==> config.mk <==
export PLATFORM = sky130hd
export DESIGN_NAME = charge_phase_ctrl
export DESIGN_NICKNAME = d
export VERILOG_FILES = /design/src/logic/charge_pkg.sv /design/src/logic/pulse_if.sv /design/src/logic/pulse_gen.sv /design/src/logic/charge_phase_ctrl.sv
export SDC_FILE = /design/constraint.sdc
export NUM_CORES = 1
export LEC_CHECK = 0
export ABC_AREA = 0
export BUFFER_PORTS_ARGS = -buffer_cell sky130_fd_sc_hd__buf_2
export CAP_MARGIN = 20
export CORE_ASPECT_RATIO = 1.2
export CORE_MARGIN = 2
export CORE_UTILIZATION = 30
export DETAILED_ROUTE_END_ITERATION = 10
export PLACE_DENSITY_LB_ADDON = 0.12
export SLEW_MARGIN = 20
export SYNTH_ARGS = -nofsm -noshare
export SYNTH_HDL_FRONTEND = slang
export SYNTH_HIERARCHICAL = 1
export SYNTH_SLANG_ARGS = --single-unit
==> constraint.sdc <==
create_clock -name aclk -period 3.5 [get_ports aclk]
set_input_delay 0.7 -clock aclk [delete_from_list [all_inputs] [get_ports aclk]]
set_output_delay 0.7 -clock aclk [all_outputs]
set_load 0.03 [all_outputs]
==> src/logic/charge_pkg.sv <==
// shared constants, types and helpers of the charge phase controller
package charge_pkg;

   // ------------------------------------------------------------------
   // time base
   // ------------------------------------------------------------------
   localparam int CLK_NS        = 4;
   localparam int SEC_NS        = 1000000000;
   localparam int SEC_CYC       = SEC_NS / CLK_NS;
   localparam int PULSE_ON_US   = 286;
   localparam int TOPOFF_OFF_US = 4290;
   localparam int TRK_LONG_US   = 72900;
   localparam int TRK_SHORT_US  = 17900;
   // least time rounds up, off times round down
   localparam int PULSE_ON_CYC  = (PULSE_ON_US * 1000 + CLK_NS - 1) / CLK_NS;
   localparam int TOPOFF_OFF_CYC = (TOPOFF_OFF_US * 1000) / CLK_NS;
   localparam int TRK_LONG_CYC  = (TRK_LONG_US * 1000) / CLK_NS;
   localparam int TRK_SHORT_CYC = (TRK_SHORT_US * 1000) / CLK_NS;
   localparam int SAMPLE_S      = 19;
   localparam int LIMIT_LOW_MIN  = 80;
   localparam int LIMIT_MID_MIN  = 320;
   localparam int LIMIT_HIGH_MIN = 40;
   localparam int LIMIT_LOW_S    = LIMIT_LOW_MIN * 60;
   localparam int LIMIT_MID_S    = LIMIT_MID_MIN * 60;
   localparam int LIMIT_HIGH_S   = LIMIT_HIGH_MIN * 60;
   localparam int SLOPE_DROP_LSB = 10;  // 25.6mV at 2.56mV per code

   // ------------------------------------------------------------------
   // register map
   // ------------------------------------------------------------------
   localparam logic [7:0] CTRL_OFS   = 8'h00;
   localparam logic [7:0] STATUS_OFS = 8'h04;
   localparam logic [7:0] TIMER_OFS  = 8'h08;
   localparam int CTRL_RESTART_BIT   = 0;
   localparam int CTRL_NOTOP_BIT     = 1;
   localparam logic CTRL_NOTOP_RESET = 1'b0;
   localparam logic [1:0] RESP_OKAY   = 2'b00;
   localparam logic [1:0] RESP_SLVERR = 2'b10;

   typedef enum logic [1:0] {LVL_LOW, LVL_MID, LVL_HIGH} level_t;
   typedef enum logic [1:0] {PH_PENDING, PH_FAST, PH_TOPOFF, PH_TRICKLE} phase_t;

   // two comparator levels to one of three settings, high wins a tie
   function automatic level_t decode_level(input logic lo, input logic hi);
      if (hi)
      begin
         return LVL_HIGH;
      end
      return lo ? LVL_LOW : LVL_MID;
   endfunction

endpackage

==> src/logic/pulse_if.sv <==
// pulse modulator link between controller and generator
`timescale 1ns/10ps
interface pulse_if;
   logic        run;      // modulator active
   logic [31:0] off_cyc;  // off length in cycles
   logic        gate_on;  // current enabled slot

   modport ctrl (output run, output off_cyc, input gate_on);
   modport gen  (input run, input off_cyc, output gate_on);
endinterface

==> src/logic/pulse_gen.sv <==
// fixed on-time, variable off-time modulator for the charge gate
`timescale 1ns/10ps
module pulse_gen
   import charge_pkg::*;
#(
   parameter int ON_CYC = PULSE_ON_CYC
)(
   input wire logic aclk,     // system clock
   input wire logic aresetn,  // sync reset, low
   pulse_if.gen     p         // modulator link
);

   logic [31:0] cnt;

   // ------------------------------------------------------------------
   // on/off slot counter
   // ------------------------------------------------------------------
   // off compare uses >= so a shorter off length never overruns
   always_ff @(posedge aclk)
   begin
      if (!aresetn || !p.run)
      begin
         cnt       <= 32'h0;
         p.gate_on <= 1'b1;
      end
      else if (p.gate_on)
      begin
         if (cnt == 32'(ON_CYC - 1))
         begin
            cnt       <= 32'h0;
            p.gate_on <= 1'b0;
         end
         else
         begin
            cnt <= cnt + 32'h1;
         end
      end
      else if (cnt >= p.off_cyc - 32'h1)
      begin
         cnt       <= 32'h0;
         p.gate_on <= 1'b1;
      end
      else
      begin
         cnt <= cnt + 32'h1;
      end
   end

   on_length_a: assert property (@(posedge aclk) disable iff (!aresetn)
      p.run && p.gate_on |-> cnt < 32'(ON_CYC))
      else $error("on slot overran");
   off_length_a: assert property (@(posedge aclk) disable iff (!aresetn)
      p.run && $past(p.run) && $stable(p.off_cyc) && !p.gate_on |-> cnt < p.off_cyc)
      else $error("off slot overran");

endmodule

==> src/logic/charge_phase_ctrl.sv <==
// charge phase control with axi4-lite status and control registers
`timescale 1ns/10ps
module charge_phase_ctrl
   import charge_pkg::*;
#(
   parameter bit TOPOFF_VARIANT = 1'b1,
   parameter int SAMPLE_W       = 10,
   parameter int SEC_CYCLES     = SEC_CYC,
   parameter int ON_CYCLES      = PULSE_ON_CYC,
   parameter int TOPOFF_OFF     = TOPOFF_OFF_CYC,
   parameter int TRK_LONG       = TRK_LONG_CYC,
   parameter int TRK_SHORT      = TRK_SHORT_CYC,
   parameter int LIMIT_LOW      = LIMIT_LOW_S,
   parameter int LIMIT_MID      = LIMIT_MID_S,
   parameter int LIMIT_HIGH     = LIMIT_HIGH_S
)(
   input  wire logic                aclk,                // system clock
   input  wire logic                aresetn,             // sync reset, low
   input  wire logic [7:0]          awaddr,              // write address
   input  wire logic                awvalid,             // write address valid
   output logic                     awready,             // write address ready
   input  wire logic [31:0]         wdata,               // write data
   input  wire logic [3:0]          wstrb,               // write byte strobes
   input  wire logic                wvalid,              // write data valid
   output logic                     wready,              // write data ready
   output logic [1:0]               bresp,               // write response
   output logic                     bvalid,              // write response valid
   input  wire logic                bready,              // write response ready
   input  wire logic [7:0]          araddr,              // read address
   input  wire logic                arvalid,             // read address valid
   output logic                     arready,             // read address ready
   output logic [31:0]              rdata,               // read data
   output logic [1:0]               rresp,               // read response
   output logic                     rvalid,              // read data valid
   input  wire logic                rready,              // read data ready
   input  wire logic                option_low,          // option select at low
   input  wire logic                option_high,         // option select at high
   input  wire logic                cell_limit_level,    // cell above limit
   input  wire logic                sleep_threshold,     // cell above sleep level
   input  wire logic                thermal_cutoff_level, // sense below cutoff
   input  wire logic                hot_fault_level,     // sense below hot fault
   input  wire logic                cold_fault_level,    // sense above cold fault
   input  wire logic                charge_suspend,      // inhibit, high
   input  wire logic [SAMPLE_W-1:0] thermistor_sense,    // sampled sense code
   output logic                     charge_current_gate_o,  // pin level, low
   output logic                     charge_current_gate_oe, // pulls low, stops current
   output logic                     status_indicator_n_o,   // pin level, low
   output logic                     status_indicator_n_oe   // pulls indicator low
);

   pulse_if pm ();

   phase_t              phase;
   level_t              level;
   logic                sleep;
   logic                susp_q;
   logic                cell_lim_q;
   logic                new_cycle;
   logic                restart_wr;
   logic                no_topoff;
   logic [31:0]         sec_cnt;
   logic                sec_tick;
   logic [31:0]         charge_secs;
   logic [4:0]          sample_sec;
   logic [SAMPLE_W-1:0] hist [3];
   logic [1:0]          hist_cnt;
   logic                slope_drop;
   logic                aw_held;
   logic                w_held;
   logic [7:0]          waddr;
   logic [31:0]         wdat;
   logic [3:0]          wstr;

   // ------------------------------------------------------------------
   // conditions
   // ------------------------------------------------------------------
   logic        start_ok;
   logic        timeout;
   logic        topoff_ok;
   logic        fast_end;
   logic        topoff_end;
   logic        charging;
   logic        slope_window;
   logic [31:0] limit_s;
   logic        do_write;

   // setting picks limit, top-off and trickle rate together
   always_comb
   begin
      case (level)
         LVL_LOW:  limit_s = 32'(LIMIT_LOW);
         LVL_MID:  limit_s = 32'(LIMIT_MID);
         default:  limit_s = 32'(LIMIT_HIGH);
      endcase
   end

   assign start_ok = !cell_limit_level && !hot_fault_level
                     && !(TOPOFF_VARIANT && cold_fault_level);
   assign timeout    = charge_secs >= limit_s;
   assign topoff_ok  = TOPOFF_VARIANT && level != LVL_HIGH && !no_topoff;
   assign fast_end   = cell_limit_level || thermal_cutoff_level
                       || timeout || slope_drop;
   // slope is deliberately absent from the top-off end set
   assign topoff_end = cell_limit_level || thermal_cutoff_level || timeout;
   assign charging   = (phase == PH_FAST || phase == PH_TOPOFF) && !charge_suspend;
   assign slope_window = !thermal_cutoff_level
                         && !(TOPOFF_VARIANT && cold_fault_level);
   assign do_write   = aw_held && w_held && !bvalid;

   // ------------------------------------------------------------------
   // input registers and cycle start
   // ------------------------------------------------------------------
   // comparators arrive clean, so one register stage is enough
   always_ff @(posedge aclk)
   begin
      if (!aresetn)
      begin
         level      <= LVL_MID;
         sleep      <= 1'b0;
         susp_q     <= 1'b0;
         cell_lim_q <= 1'b0;
      end
      else
      begin
         level      <= decode_level(option_low, option_high);
         sleep      <= sleep_threshold;
         susp_q     <= charge_suspend;
         cell_lim_q <= cell_limit_level;
      end
   end

   // reset value one stands in for power-up
   always_ff @(posedge aclk)
   begin
      if (!aresetn)
      begin
         new_cycle <= 1'b1;
      end
      else
      begin
         new_cycle <= (cell_lim_q && !cell_limit_level) || restart_wr;
      end
   end

   // ------------------------------------------------------------------
   // phase machine
   // ------------------------------------------------------------------
   always_ff @(posedge aclk)
   begin
      if (!aresetn)
      begin
         phase <= PH_PENDING;
      end
      else if (sleep)
      begin
         phase <= PH_TRICKLE;
      end
      else if (new_cycle)
      begin
         phase <= start_ok ? PH_FAST : PH_PENDING;
      end
      else if (!charge_suspend)
      begin
         case (phase)
            PH_PENDING:
            begin
               if (start_ok)
               begin
                  phase <= PH_FAST;
               end
            end
            PH_FAST:
            begin
               if (fast_end)
               begin
                  phase <= topoff_ok ? PH_TOPOFF : PH_TRICKLE;
               end
            end
            PH_TOPOFF:
            begin
               if (topoff_end)
               begin
                  phase <= PH_TRICKLE;
               end
            end
            default:
            begin
               phase <= PH_TRICKLE;
            end
         endcase
      end
   end

   // ------------------------------------------------------------------
   // time base and charge timer
   // ------------------------------------------------------------------
   always_ff @(posedge aclk)
   begin
      if (!aresetn || sec_cnt == 32'(SEC_CYCLES - 1))
      begin
         sec_cnt <= 32'h0;
      end
      else
      begin
         sec_cnt <= sec_cnt + 32'h1;
      end
   end

   assign sec_tick = sec_cnt == 32'(SEC_CYCLES - 1);

   // timer restarts between fast and top-off; frozen while suspended
   always_ff @(posedge aclk)
   begin
      if (!aresetn || new_cycle || sleep)
      begin
         charge_secs <= 32'h0;
      end
      else if (phase == PH_FAST && !charge_suspend && fast_end)
      begin
         charge_secs <= 32'h0;
      end
      else if (charging && sec_tick && !timeout)
      begin
         charge_secs <= charge_secs + 32'h1;
      end
   end

   // ------------------------------------------------------------------
   // thermistor slope sampling
   // ------------------------------------------------------------------
   // sampling ignores suspend; only the history is dropped
   always_ff @(posedge aclk)
   begin
      if (!aresetn)
      begin
         sample_sec <= 5'h0;
         hist_cnt   <= 2'h0;
         slope_drop <= 1'b0;
         hist       <= '{default: '0};
      end
      else
      begin
         slope_drop <= 1'b0;
         if (sec_tick)
         begin
            sample_sec <= (sample_sec == 5'(SAMPLE_S - 1)) ? 5'h0 : sample_sec + 5'h1;
         end
         if (charge_suspend && !susp_q)
         begin
            hist_cnt <= 2'h0;
         end
         else if (sec_tick && sample_sec == 5'(SAMPLE_S - 1))
         begin
            hist[0] <= thermistor_sense;
            hist[1] <= hist[0];
            hist[2] <= hist[1];
            if (hist_cnt != 2'h3)
            begin
               hist_cnt <= hist_cnt + 2'h1;
            end
            // compare with the sample three back, in the valid window
            if (hist_cnt == 2'h3 && slope_window && hist[2] >= thermistor_sense
                && hist[2] - thermistor_sense >= SAMPLE_W'(SLOPE_DROP_LSB))
            begin
               slope_drop <= 1'b1;
            end
         end
      end
   end

   // ------------------------------------------------------------------
   // pin drive
   // ------------------------------------------------------------------
   assign pm.run     = !sleep && !(phase == PH_FAST && !charge_suspend);
   assign pm.off_cyc = (phase == PH_TOPOFF && !charge_suspend) ? 32'(TOPOFF_OFF)
                       : (level == LVL_MID) ? 32'(TRK_SHORT) : 32'(TRK_LONG);

   pulse_gen #(
      .ON_CYC (ON_CYCLES)
   ) u_pulse (
      .aclk    (aclk),
      .aresetn (aresetn),
      .p       (pm)
   );

   // current flows while the gate floats; pulled low it stops
   always_ff @(posedge aclk)
   begin
      if (!aresetn)
      begin
         charge_current_gate_oe <= 1'b0;
         charge_current_gate_o  <= 1'b0;
         status_indicator_n_oe  <= 1'b0;
         status_indicator_n_o   <= 1'b0;
      end
      else if (sleep)
      begin
         charge_current_gate_oe <= 1'b0;
         status_indicator_n_oe  <= 1'b0;
      end
      else
      begin
         charge_current_gate_oe <= pm.run && !pm.gate_on;
         if (!charge_suspend)
         begin
            status_indicator_n_oe <= phase == PH_FAST || phase == PH_PENDING;
         end
      end
   end

   // ------------------------------------------------------------------
   // axi4-lite slave
   // ------------------------------------------------------------------
   always_ff @(posedge aclk)
   begin
      if (!aresetn)
      begin
         awready <= 1'b0;
         wready  <= 1'b0;
         aw_held <= 1'b0;
         w_held  <= 1'b0;
         waddr   <= 8'h0;
         wdat    <= 32'h0;
         wstr    <= 4'h0;
      end
      else
      begin
         if (awvalid && awready)
         begin
            awready <= 1'b0;
            aw_held <= 1'b1;
            waddr   <= awaddr;
         end
         else if (!aw_held && !bvalid)
         begin
            awready <= 1'b1;
         end
         if (wvalid && wready)
         begin
            wready <= 1'b0;
            w_held <= 1'b1;
            wdat   <= wdata;
            wstr   <= wstrb;
         end
         else if (!w_held && !bvalid)
         begin
            wready <= 1'b1;
         end
         if (do_write)
         begin
            aw_held <= 1'b0;
            w_held  <= 1'b0;
         end
      end
   end

   // write response and control register effects
   always_ff @(posedge aclk)
   begin
      if (!aresetn)
      begin
         bvalid     <= 1'b0;
         bresp      <= RESP_OKAY;
         restart_wr <= 1'b0;
         no_topoff  <= CTRL_NOTOP_RESET;
      end
      else
      begin
         restart_wr <= 1'b0;
         if (do_write)
         begin
            bvalid <= 1'b1;
            bresp  <= (waddr[7:2] == CTRL_OFS[7:2]) ? RESP_OKAY : RESP_SLVERR;
            if (waddr[7:2] == CTRL_OFS[7:2] && wstr[0])
            begin
               restart_wr <= wdat[CTRL_RESTART_BIT];
               no_topoff  <= wdat[CTRL_NOTOP_BIT];
            end
         end
         else if (bvalid && bready)
         begin
            bvalid <= 1'b0;
         end
      end
   end

   // reads sample state at the address handshake
   always_ff @(posedge aclk)
   begin
      if (!aresetn)
      begin
         arready <= 1'b0;
         rvalid  <= 1'b0;
         rdata   <= 32'h0;
         rresp   <= RESP_OKAY;
      end
      else if (arvalid && arready)
      begin
         arready <= 1'b0;
         rvalid  <= 1'b1;
         rresp   <= RESP_OKAY;
         case (araddr[7:2])
            CTRL_OFS[7:2]:   rdata <= {30'h0, no_topoff, 1'b0};
            STATUS_OFS[7:2]: rdata <= {23'h0, slope_drop, hist_cnt, sleep, charge_suspend,
                                       level, phase};
            TIMER_OFS[7:2]:  rdata <= charge_secs;
            default:
            begin
               rdata <= 32'h0;
               rresp <= RESP_SLVERR;
            end
         endcase
      end
      else if (rvalid && rready)
      begin
         rvalid <= 1'b0;
      end
      else if (!rvalid)
      begin
         arready <= 1'b1;
      end
   end

   // ------------------------------------------------------------------
   // checks
   // ------------------------------------------------------------------
   fast_gate_a: assert property (@(posedge aclk) disable iff (!aresetn)
      $past(phase == PH_FAST && !charge_suspend && !sleep) |-> !charge_current_gate_oe)
      else $error("gate pulled low in fast charge");
   sleep_float_a: assert property (@(posedge aclk) disable iff (!aresetn)
      $past(sleep) |-> !charge_current_gate_oe && !status_indicator_n_oe)
      else $error("pin driven in low power");
   timer_freeze_a: assert property (@(posedge aclk) disable iff (!aresetn)
      charge_suspend && !new_cycle && !sleep |=> $stable(charge_secs))
      else $error("timer moved while suspended");
   led_hold_a: assert property (@(posedge aclk) disable iff (!aresetn)
      charge_suspend && !sleep |=> $stable(status_indicator_n_oe))
      else $error("indicator changed while suspended");
   phase_hold_a: assert property (@(posedge aclk) disable iff (!aresetn)
      charge_suspend && !sleep && !new_cycle |=> $stable(phase))
      else $error("phase moved while suspended");
   history_clear_a: assert property (@(posedge aclk) disable iff (!aresetn)
      $rose(charge_suspend) |=> hist_cnt == 2'h0)
      else $error("history kept on suspend");
   no_topoff_2c_a: assert property (@(posedge aclk) disable iff (!aresetn)
      $rose(phase == PH_TOPOFF) |-> $past(level) != LVL_HIGH)
      else $error("top-off under 2C setting");
   cutoff_end_a: assert property (@(posedge aclk) disable iff (!aresetn)
      phase == PH_FAST && thermal_cutoff_level && !charge_suspend && !sleep
      && !new_cycle |=> phase != PH_FAST)
      else $error("cutoff did not end fast charge");
   led_fast_a: assert property (@(posedge aclk) disable iff (!aresetn)
      phase == PH_FAST && !charge_suspend && !sleep |=> status_indicator_n_oe)
      else $error("indicator not low in fast charge");

endmodule

# Word level (Yosys, flattened, before mapping)
# Index checks and enable logic that the tools add are counted.
word_totals:
  regBits: 201
  in_bits: 77
  output_inout_bits: 45
  word_cells: 171
op_classes:
  addsub: 7
  order_cmp: 4
  n_eq_ne: 15
  muxes: 32
  n_bitwise: 5
  reduce_logical: 75
ops:
  columns: ["cell", "count"]
  rows:
  - ["$add 32x1->32 const B", 3]
  - ["$mux 32", 3]
  - ["$pmux 32 s3", 1]
  - ["$ge 32x32->1", 2]
  - ["$mux 25", 2]
  - ["$eq 32x17->1 const B", 1]
  - ["$eq 32x28->1 const B", 1]
  - ["$pmux 15 s2", 1]
  - ["$logic_and 1x1->1", 28]
  - ["$sub 25x1->26 const B", 1]
  - ["$mux 2", 10]
  - ["$logic_not 1->1", 16]
  - ["$reduce_or 2->1", 7]
  - ["$mux 1", 13]
  - ["$logic_not 6->1", 2]
  - ["$ne 4x4->1 const B", 3]
  - ["$ge 10x10->1", 1]
  - ["$ge 10x4->1 const B", 1]
  - ["$logic_or 1x1->1", 10]
  - ["$sub 10x10->10", 1]
  - ["$reduce_and 2->1", 4]
  - ["$eq 6x1->1 const B", 1]
  - ["$eq 6x2->1 const B", 1]
  - ["$pmux 2 s3", 1]
  - ["14 further kinds", 24]

# Logic depth before layout (Yosys ltp)
logic_depth:
  ltp_word: 10
  mapped_depth: 18
  ltp_nobuf: 17

# Hierarchy
# The synthesis kept the hierarchy.
by_module_without_submodules:
  columns: ["module", "instances", "cells_each", "area_each_um2", "seq_area_each_um2"]
  rows:
  - ["charge_phase_ctrl", 1, 824, 7226.9, 3283.1]
  - ["pulse_gen", 1, 337, 3026.7, 660.6]

# Worst setup path before layout
# Ideal clock, no wire load.
synth_timing:
  kind: "input to register"
  startpoint: "input charge_suspend"
  endpoint: "register u_pulse.p.gate_on"
  setup_ns: 0.125
  arrival_time_ns: 3.309
  required_ns: 3.375
  path_slack_ns: 0.066
  path_stages: 11
  path_buffers: 0
  path_cell_list: "inv_1 > nand2_1 > nand2_1 > inv_1 > xor2_1 > ha_1 > and3_4 > a221o_1 > a22o_1 > or4_1 > o41a_1"
synth_between:
  elab_chain_len: 7
  word_cells_on_any_way: 12
  cone_classes: "add/sub (1); order compare (1); mux (3); reduce/logical (7)"
synth_rtl:
  columns: ["item", "line", "rtl"]
  rows:
  - ["from (decl)", "charge_phase_ctrl.sv:43", "input wire logic charge_suspend,"]
  - ["$logic_not 1->1", null, null]
  - ["$logic_and 1x1->1", "charge_phase_ctrl.sv:275", "assign pm.off_cyc = (phase == PH_TOPOFF && !charge_suspend) ? 32'(TOPOFF_OFF)"]
  - ["$mux 25", "charge_phase_ctrl.sv:275", null]
  - ["via pm.off_cyc[18]", "pulse_if.sv:5", "logic [31:0] off_cyc;"]
  - ["$sub 25x1->26", "pulse_gen.sv:38", "else if (cnt >= p.off_cyc - 32'h1)"]
  - ["$ge 32x32->1", "pulse_gen.sv:38", null]
  - ["$mux 1", "pulse_gen.sv:38", null]
  - ["$mux 1", "pulse_gen.sv:26", "else if (p.gate_on)"]
  - ["to (signal assigned)", "pulse_gen.sv:24", "p.gate_on <= 1'b1;"]
  - ["to (signal assigned)", "pulse_gen.sv:31", "p.gate_on <= 1'b0;"]
  - ["to (signal assigned)", "pulse_gen.sv:41", "p.gate_on <= 1'b1;"]
  - ["to (decl)", "pulse_if.sv:9", "modport gen (input run, input off_cyc, output gate_on);"]
# The timed path passes the listed nets, and every way through them passes these cells.
# A chain may end at the register's enable or synchronous reset.

# Worst setup path in the final report
layout_timing:
  startpoint: "register phase[0]"
  endpoint: "register u_pulse.cnt[5]"
layout_between:
  elab_chain_len: 7
  word_cells_on_any_way: 13
  cone_classes: "add/sub (1); order compare (1); eq/ne (2); mux (3); reduce/logical (6)"
layout_rtl:
  columns: ["item", "line", "rtl"]
  rows:
  - ["from (decl)", "charge_phase_ctrl.sv:53", "phase_t phase;"]
  - ["from (signal assigned)", "charge_phase_ctrl.sv:160", "phase <= start_ok ? PH_FAST : PH_PENDING;"]
  - ["from (signal assigned)", "charge_phase_ctrl.sv:176", "phase <= topoff_ok ? PH_TOPOFF : PH_TRICKLE;"]
  - ["$eq 2x2->1", "charge_phase_ctrl.sv:275", null]
  - ["$logic_and 1x1->1", "charge_phase_ctrl.sv:275", null]
  - ["$mux 25", "charge_phase_ctrl.sv:275", null]
  - ["via pm.off_cyc[18]", "pulse_if.sv:5", null]
  - ["$sub 25x1->26", "pulse_gen.sv:38", null]
  - ["$ge 32x32->1", "pulse_gen.sv:38", null]
  - ["$mux 32", "pulse_gen.sv:38", null]
  - ["$mux 32", "pulse_gen.sv:26", null]
  - ["to (signal assigned)", "pulse_gen.sv:35", "cnt <= cnt + 32'h1;"]
  - ["to (signal assigned)", "pulse_gen.sv:45", "cnt <= cnt + 32'h1;"]
  - ["to (decl)", "pulse_gen.sv:13", "logic [31:0] cnt;"]
# The timed path passes the listed nets, and every way through them passes these cells.

==> flow_metrics.py <==
metrics = {
    "outcome": {
        "run_status": "finished clean",
    },
    "min_path": {
        "worst_hold_startpoint": "restart_wr",
        "min-delay-path-class": "reg -> reg",
    },
    "cts": {
        "post_cts_setup_buffers": 0,
        "clock_path_buffers": 2,
        "tritoncts_num_sinks": 197,
        "cts_max_level": 4,
        "tritoncts": "yes",
        "cts-root-buf": "clkbuf_16",
        "clkTransAtPathRegs_ps": 70,
        "cts_inserted_buffers": 17,
        "worst_skew_pair.late_latency_ps": 460,
    },
    "route": {
        "final_antenna_violating_net_count": 0,
        "detail_route.wirelength_mm": 26.0,
        "total_via_count_after_detailed_routing": 8318,
        "post_detailed_route_drc_marker_count": 0,
        "drt-initial-drc-count": 496,
        "route.detailed.vias_per_inst": 4.73,
        "post_drt_wl_per_cell_um": 14.8,
        "first_pass_iters": 5,
    },
    "logic_synthesis": {
        "cell_taking_the_most_area_after_synthesis": "dfxtp_1",
        "syn-cell-area_um2": 10300,
        "flip_flop_and_latch_count_after_synthesis": 197,
        "synth.yosys.warnings": 6,
        "ys_seq_area_share_pct": 38.5,
        "dominant_cells_by_area_after_synthesis": "dfxtp_1 38%, ha_1 7.4%, nand2_1 4.9%",
        "synth_top_area_share_pct": 38.5,
        "yosys.cell_count.top_type": "dfxtp_1",
        "postSynth.asyncResetShare_pct": 0,
        "yosysUniqueCellTypes": 64,
        "synthCells": 1161,
        "synthTopCellsByCount": "197 x dfxtp_1, 134 x nand2_1, 73 x nor2_1",
        "ys.flop_type": "dfxtp_1",
        "syn_area_per_cell_um2": 8.83,
        "number_of_synthesized_flops_with_an_enable_pin": 0,
    },
    "placement": {
        "place_inst": 1726,
        "detailedPlace.worstSlack_ps": 36.5,
        "hpwl_mm": 19.1,
        "gpl.final_weighted_congestion": 0.770,
        "buffer_ports.inserted": 80,
        "placement.cell_area_um2": 11400,
    },
    "worst_setup_path": {
        "worst-r2r-cell-count": 14,
        "setup.worst_path.end_class": "register",
        "total_stage_count_of_the_critical_path": 14,
        "worstSetupStartpointType": "register",
        "cp.arrival_ps": 3580,
        "worstPathRequired_ps": 3870,
        "worstReg2RegEnd": "u_pulse/cnt[5]",
        "worstPathCellList": "inv_1, ha_1, nand2_1, inv_1, nor2_1, inv_1, buf_4, xnor2_1, ha_1, nand4_1, nor3_2, a22o_1, o41a_4, nor4_2",
        "crit_path_start": "phase[0]",
        "crit_path_end": "u_pulse/cnt[5]",
        "crit_slowest_cell": "o41a_4",
        "worst_path_largest_cell_delay_ps": 600,
        "most_frequent_cell_on_the_critical_path": "inv_1",
        "cpLargestDelayFamily": "compound AO/OA/AOI/OAI gates",
        "worstPathBufferInverterCount": 4,
        "rr_startpoint": "phase[0]",
        "r2r_setup_slack_ps": 290,
        "setup.worst_path.class": "reg -> reg",
        "path_max_fanout": 32,
    },
    "sta": {
        "setup_repair_after_global_routing_missed_its_margin": "no",
        "finalHoldWorstSlack_ps": 425,
        "timing.max_slew.rel_slack_pct": 40.2,
        "fmax_mhz": 311,
        "period_needed_ps": 3210,
        "worst-slew-pin-transition_ps": 891,
        "setup_slack_ps": 287,
        "worst_clock_skew_ps": 14.2,
        "setup_total_negative_slack_ps": 0,
        "report.final.setup_viol": 0,
        "finalHoldViolCount": 0,
        "finalMaxSlewViolations": 0,
        "timing.final.crit_share_pct": 91.8,
    },
    "power_and_ir_drop": {
        "cellLeakagePower_nw": 4.59,
        "vdd.ir_drop.worst_mv": 0.223,
        "power_per_cell_area_nw_per_um2": 386,
    },
    "floorplanning": {
        "core.rowCount": 74,
        "die_height_um": 207,
        "design.portCount": 122,
        "effective_utilization_at_floorplan_pct": 30.3,
        "core-area_um2": 33900,
        "dieWidth_um": 173,
        "full_die_area_um2": 35700,
    },
    "final_layout": {
        "synthToLayoutAreaGrowth_pct": 17.5,
        "postLayoutCellArea_um2": 12100,
        "layout_fillers": 3569,
        "fraction_of_layout_cells_with_a_size_suffix_above_1_pct": 14.4,
        "fin_nets": 1428,
        "final-instance-count-excl-fill": 1760,
    },
    "grt": {
        "first_global_vias": 8111,
        "grt_max_degree": 48,
        "antenna_found_initial": 3,
        "grt_first_pass_wirelength_mm": 43.0,
        "grt_usage_pct": 15.1,
        "gr-total-overflow": 0,
    },
    "job": {
        "drv_cap": 0,
    },
}
-- area by class of cell --
type	instances	area [um^2]	area share [%]
diodes	2	5.00	0.0415
well taps	456	571	4.73
clock inverters	15	163	1.35
flip-flops and latches	197	3940	32.7
multi-input cells	924	6150	51.1
clock buffers	17	425	3.53
repair buffers	108	636	5.27
inverters	41	154	1.28
-- state kept, by name, indices dropped and copies added (netlist names), 2 cells and up --
register and count:
level 2, u_pulse/cnt 32, hist_cnt 2, sec_cnt 32
phase 2, rdata 32, waddr 6, charge_secs 32
hist 30, wdat 2, sample_sec 5
-- report_power, final --
part | switching [mW] | leakage, nW | internal [mW]
clock | 0.992 | 0.288 | 1.02
sequential | 0.0275 | 1.59 | 2.26
combinational | 0.213 | 2.71 | 0.134
total | 1.23 | 4.59 | 3.42
-- cells by family (layout without fill, tap and decap cells) --
family,count (synthesis),count (layout),share of synthesized area [%]
flip-flops,197,197,38.5
XOR/XNOR,93,93,7.94
buffers and inverters,92,181,3.89
AO/OA/AOI/OAI,199,199,13.4
multiplexers,3,3,0.293
other,2,56,0.0732
adder cells (fa/ha/maj),62,62,7.64
AND/OR/NAND/NOR,513,513,28.3
-- metal layers --
| layer | share of wire (%) | vias up | global-route usage, % |
|---|---|---|---|
| li1 | - | 4367 | - |
| met1 | 47 | 3825 | 18.7 |
| met2 | 48 | 101 | 26.0 |
| met3 | 4.0 | 23 | 3.79 |
| met4 | 1.2 | 2 | 4.24 |
| met5 | 0.050 | - | 0 |
-- worst min-delay path by stage --
| stage | to | slack, ps | cells after the start |
|---|---|---|---|
| detailed placement | new_cycle | 410 | 1 |
| global placement | new_cycle | 410 | 1 |
| finish | new_cycle | 420 | 1 |
| global route | level[0] | 440 | 2 |
| CTS | level[0] | 430 | 2 |
| floorplan | new_cycle | 390 | 1 |
-- per-stage QoR --
step                utilization [%]  total power [mW]
finish                         35.6              4.65
floorplan                         -              2.57
global route                   35.5              4.87
global placement               33.8              2.69
CTS                            35.5              4.73
detailed placement             33.8              2.69
-- cell usage in the layout, fill, tap and decap left out, types with 30 or more instances in the layout --
| master | instances |
|---|---|
| conb_1 | 54 |
| dfxtp_1 | 197 |
| nor2_1 | 73 |
| buf_2 | 80 |
| a21boi_0 | 48 |
| nor4_2 | 30 |
| nor3_1 | 31 |
| o21ai_0 | 33 |
| nand4_1 | 35 |
| xnor2_1 | 44 |
| inv_1 | 41 |
| nand3_1 | 58 |
| xor2_1 | 49 |
| ha_1 | 61 |
| a21oi_1 | 39 |
| nand2_1 | 134 |
-- worst register-to-register path, stage by stage (launching register included) --
cell and delay (ps):
dfxtp_1 370, inv_1 90, ha_1 210, nand2_1 140
inv_1 80, nor2_1 150, inv_1 160, buf_4 200
xnor2_1 170, ha_1 250, nand4_1 100, nor3_2 60
a22o_1 250, o41a_4 600, nor4_2 310
-- timing repair --
action	CTS	global route
endpoints found under the setup margin	0	20
resized for setup	0	3
hold buffers	0	0
Power figures use the tool's default switching activity.
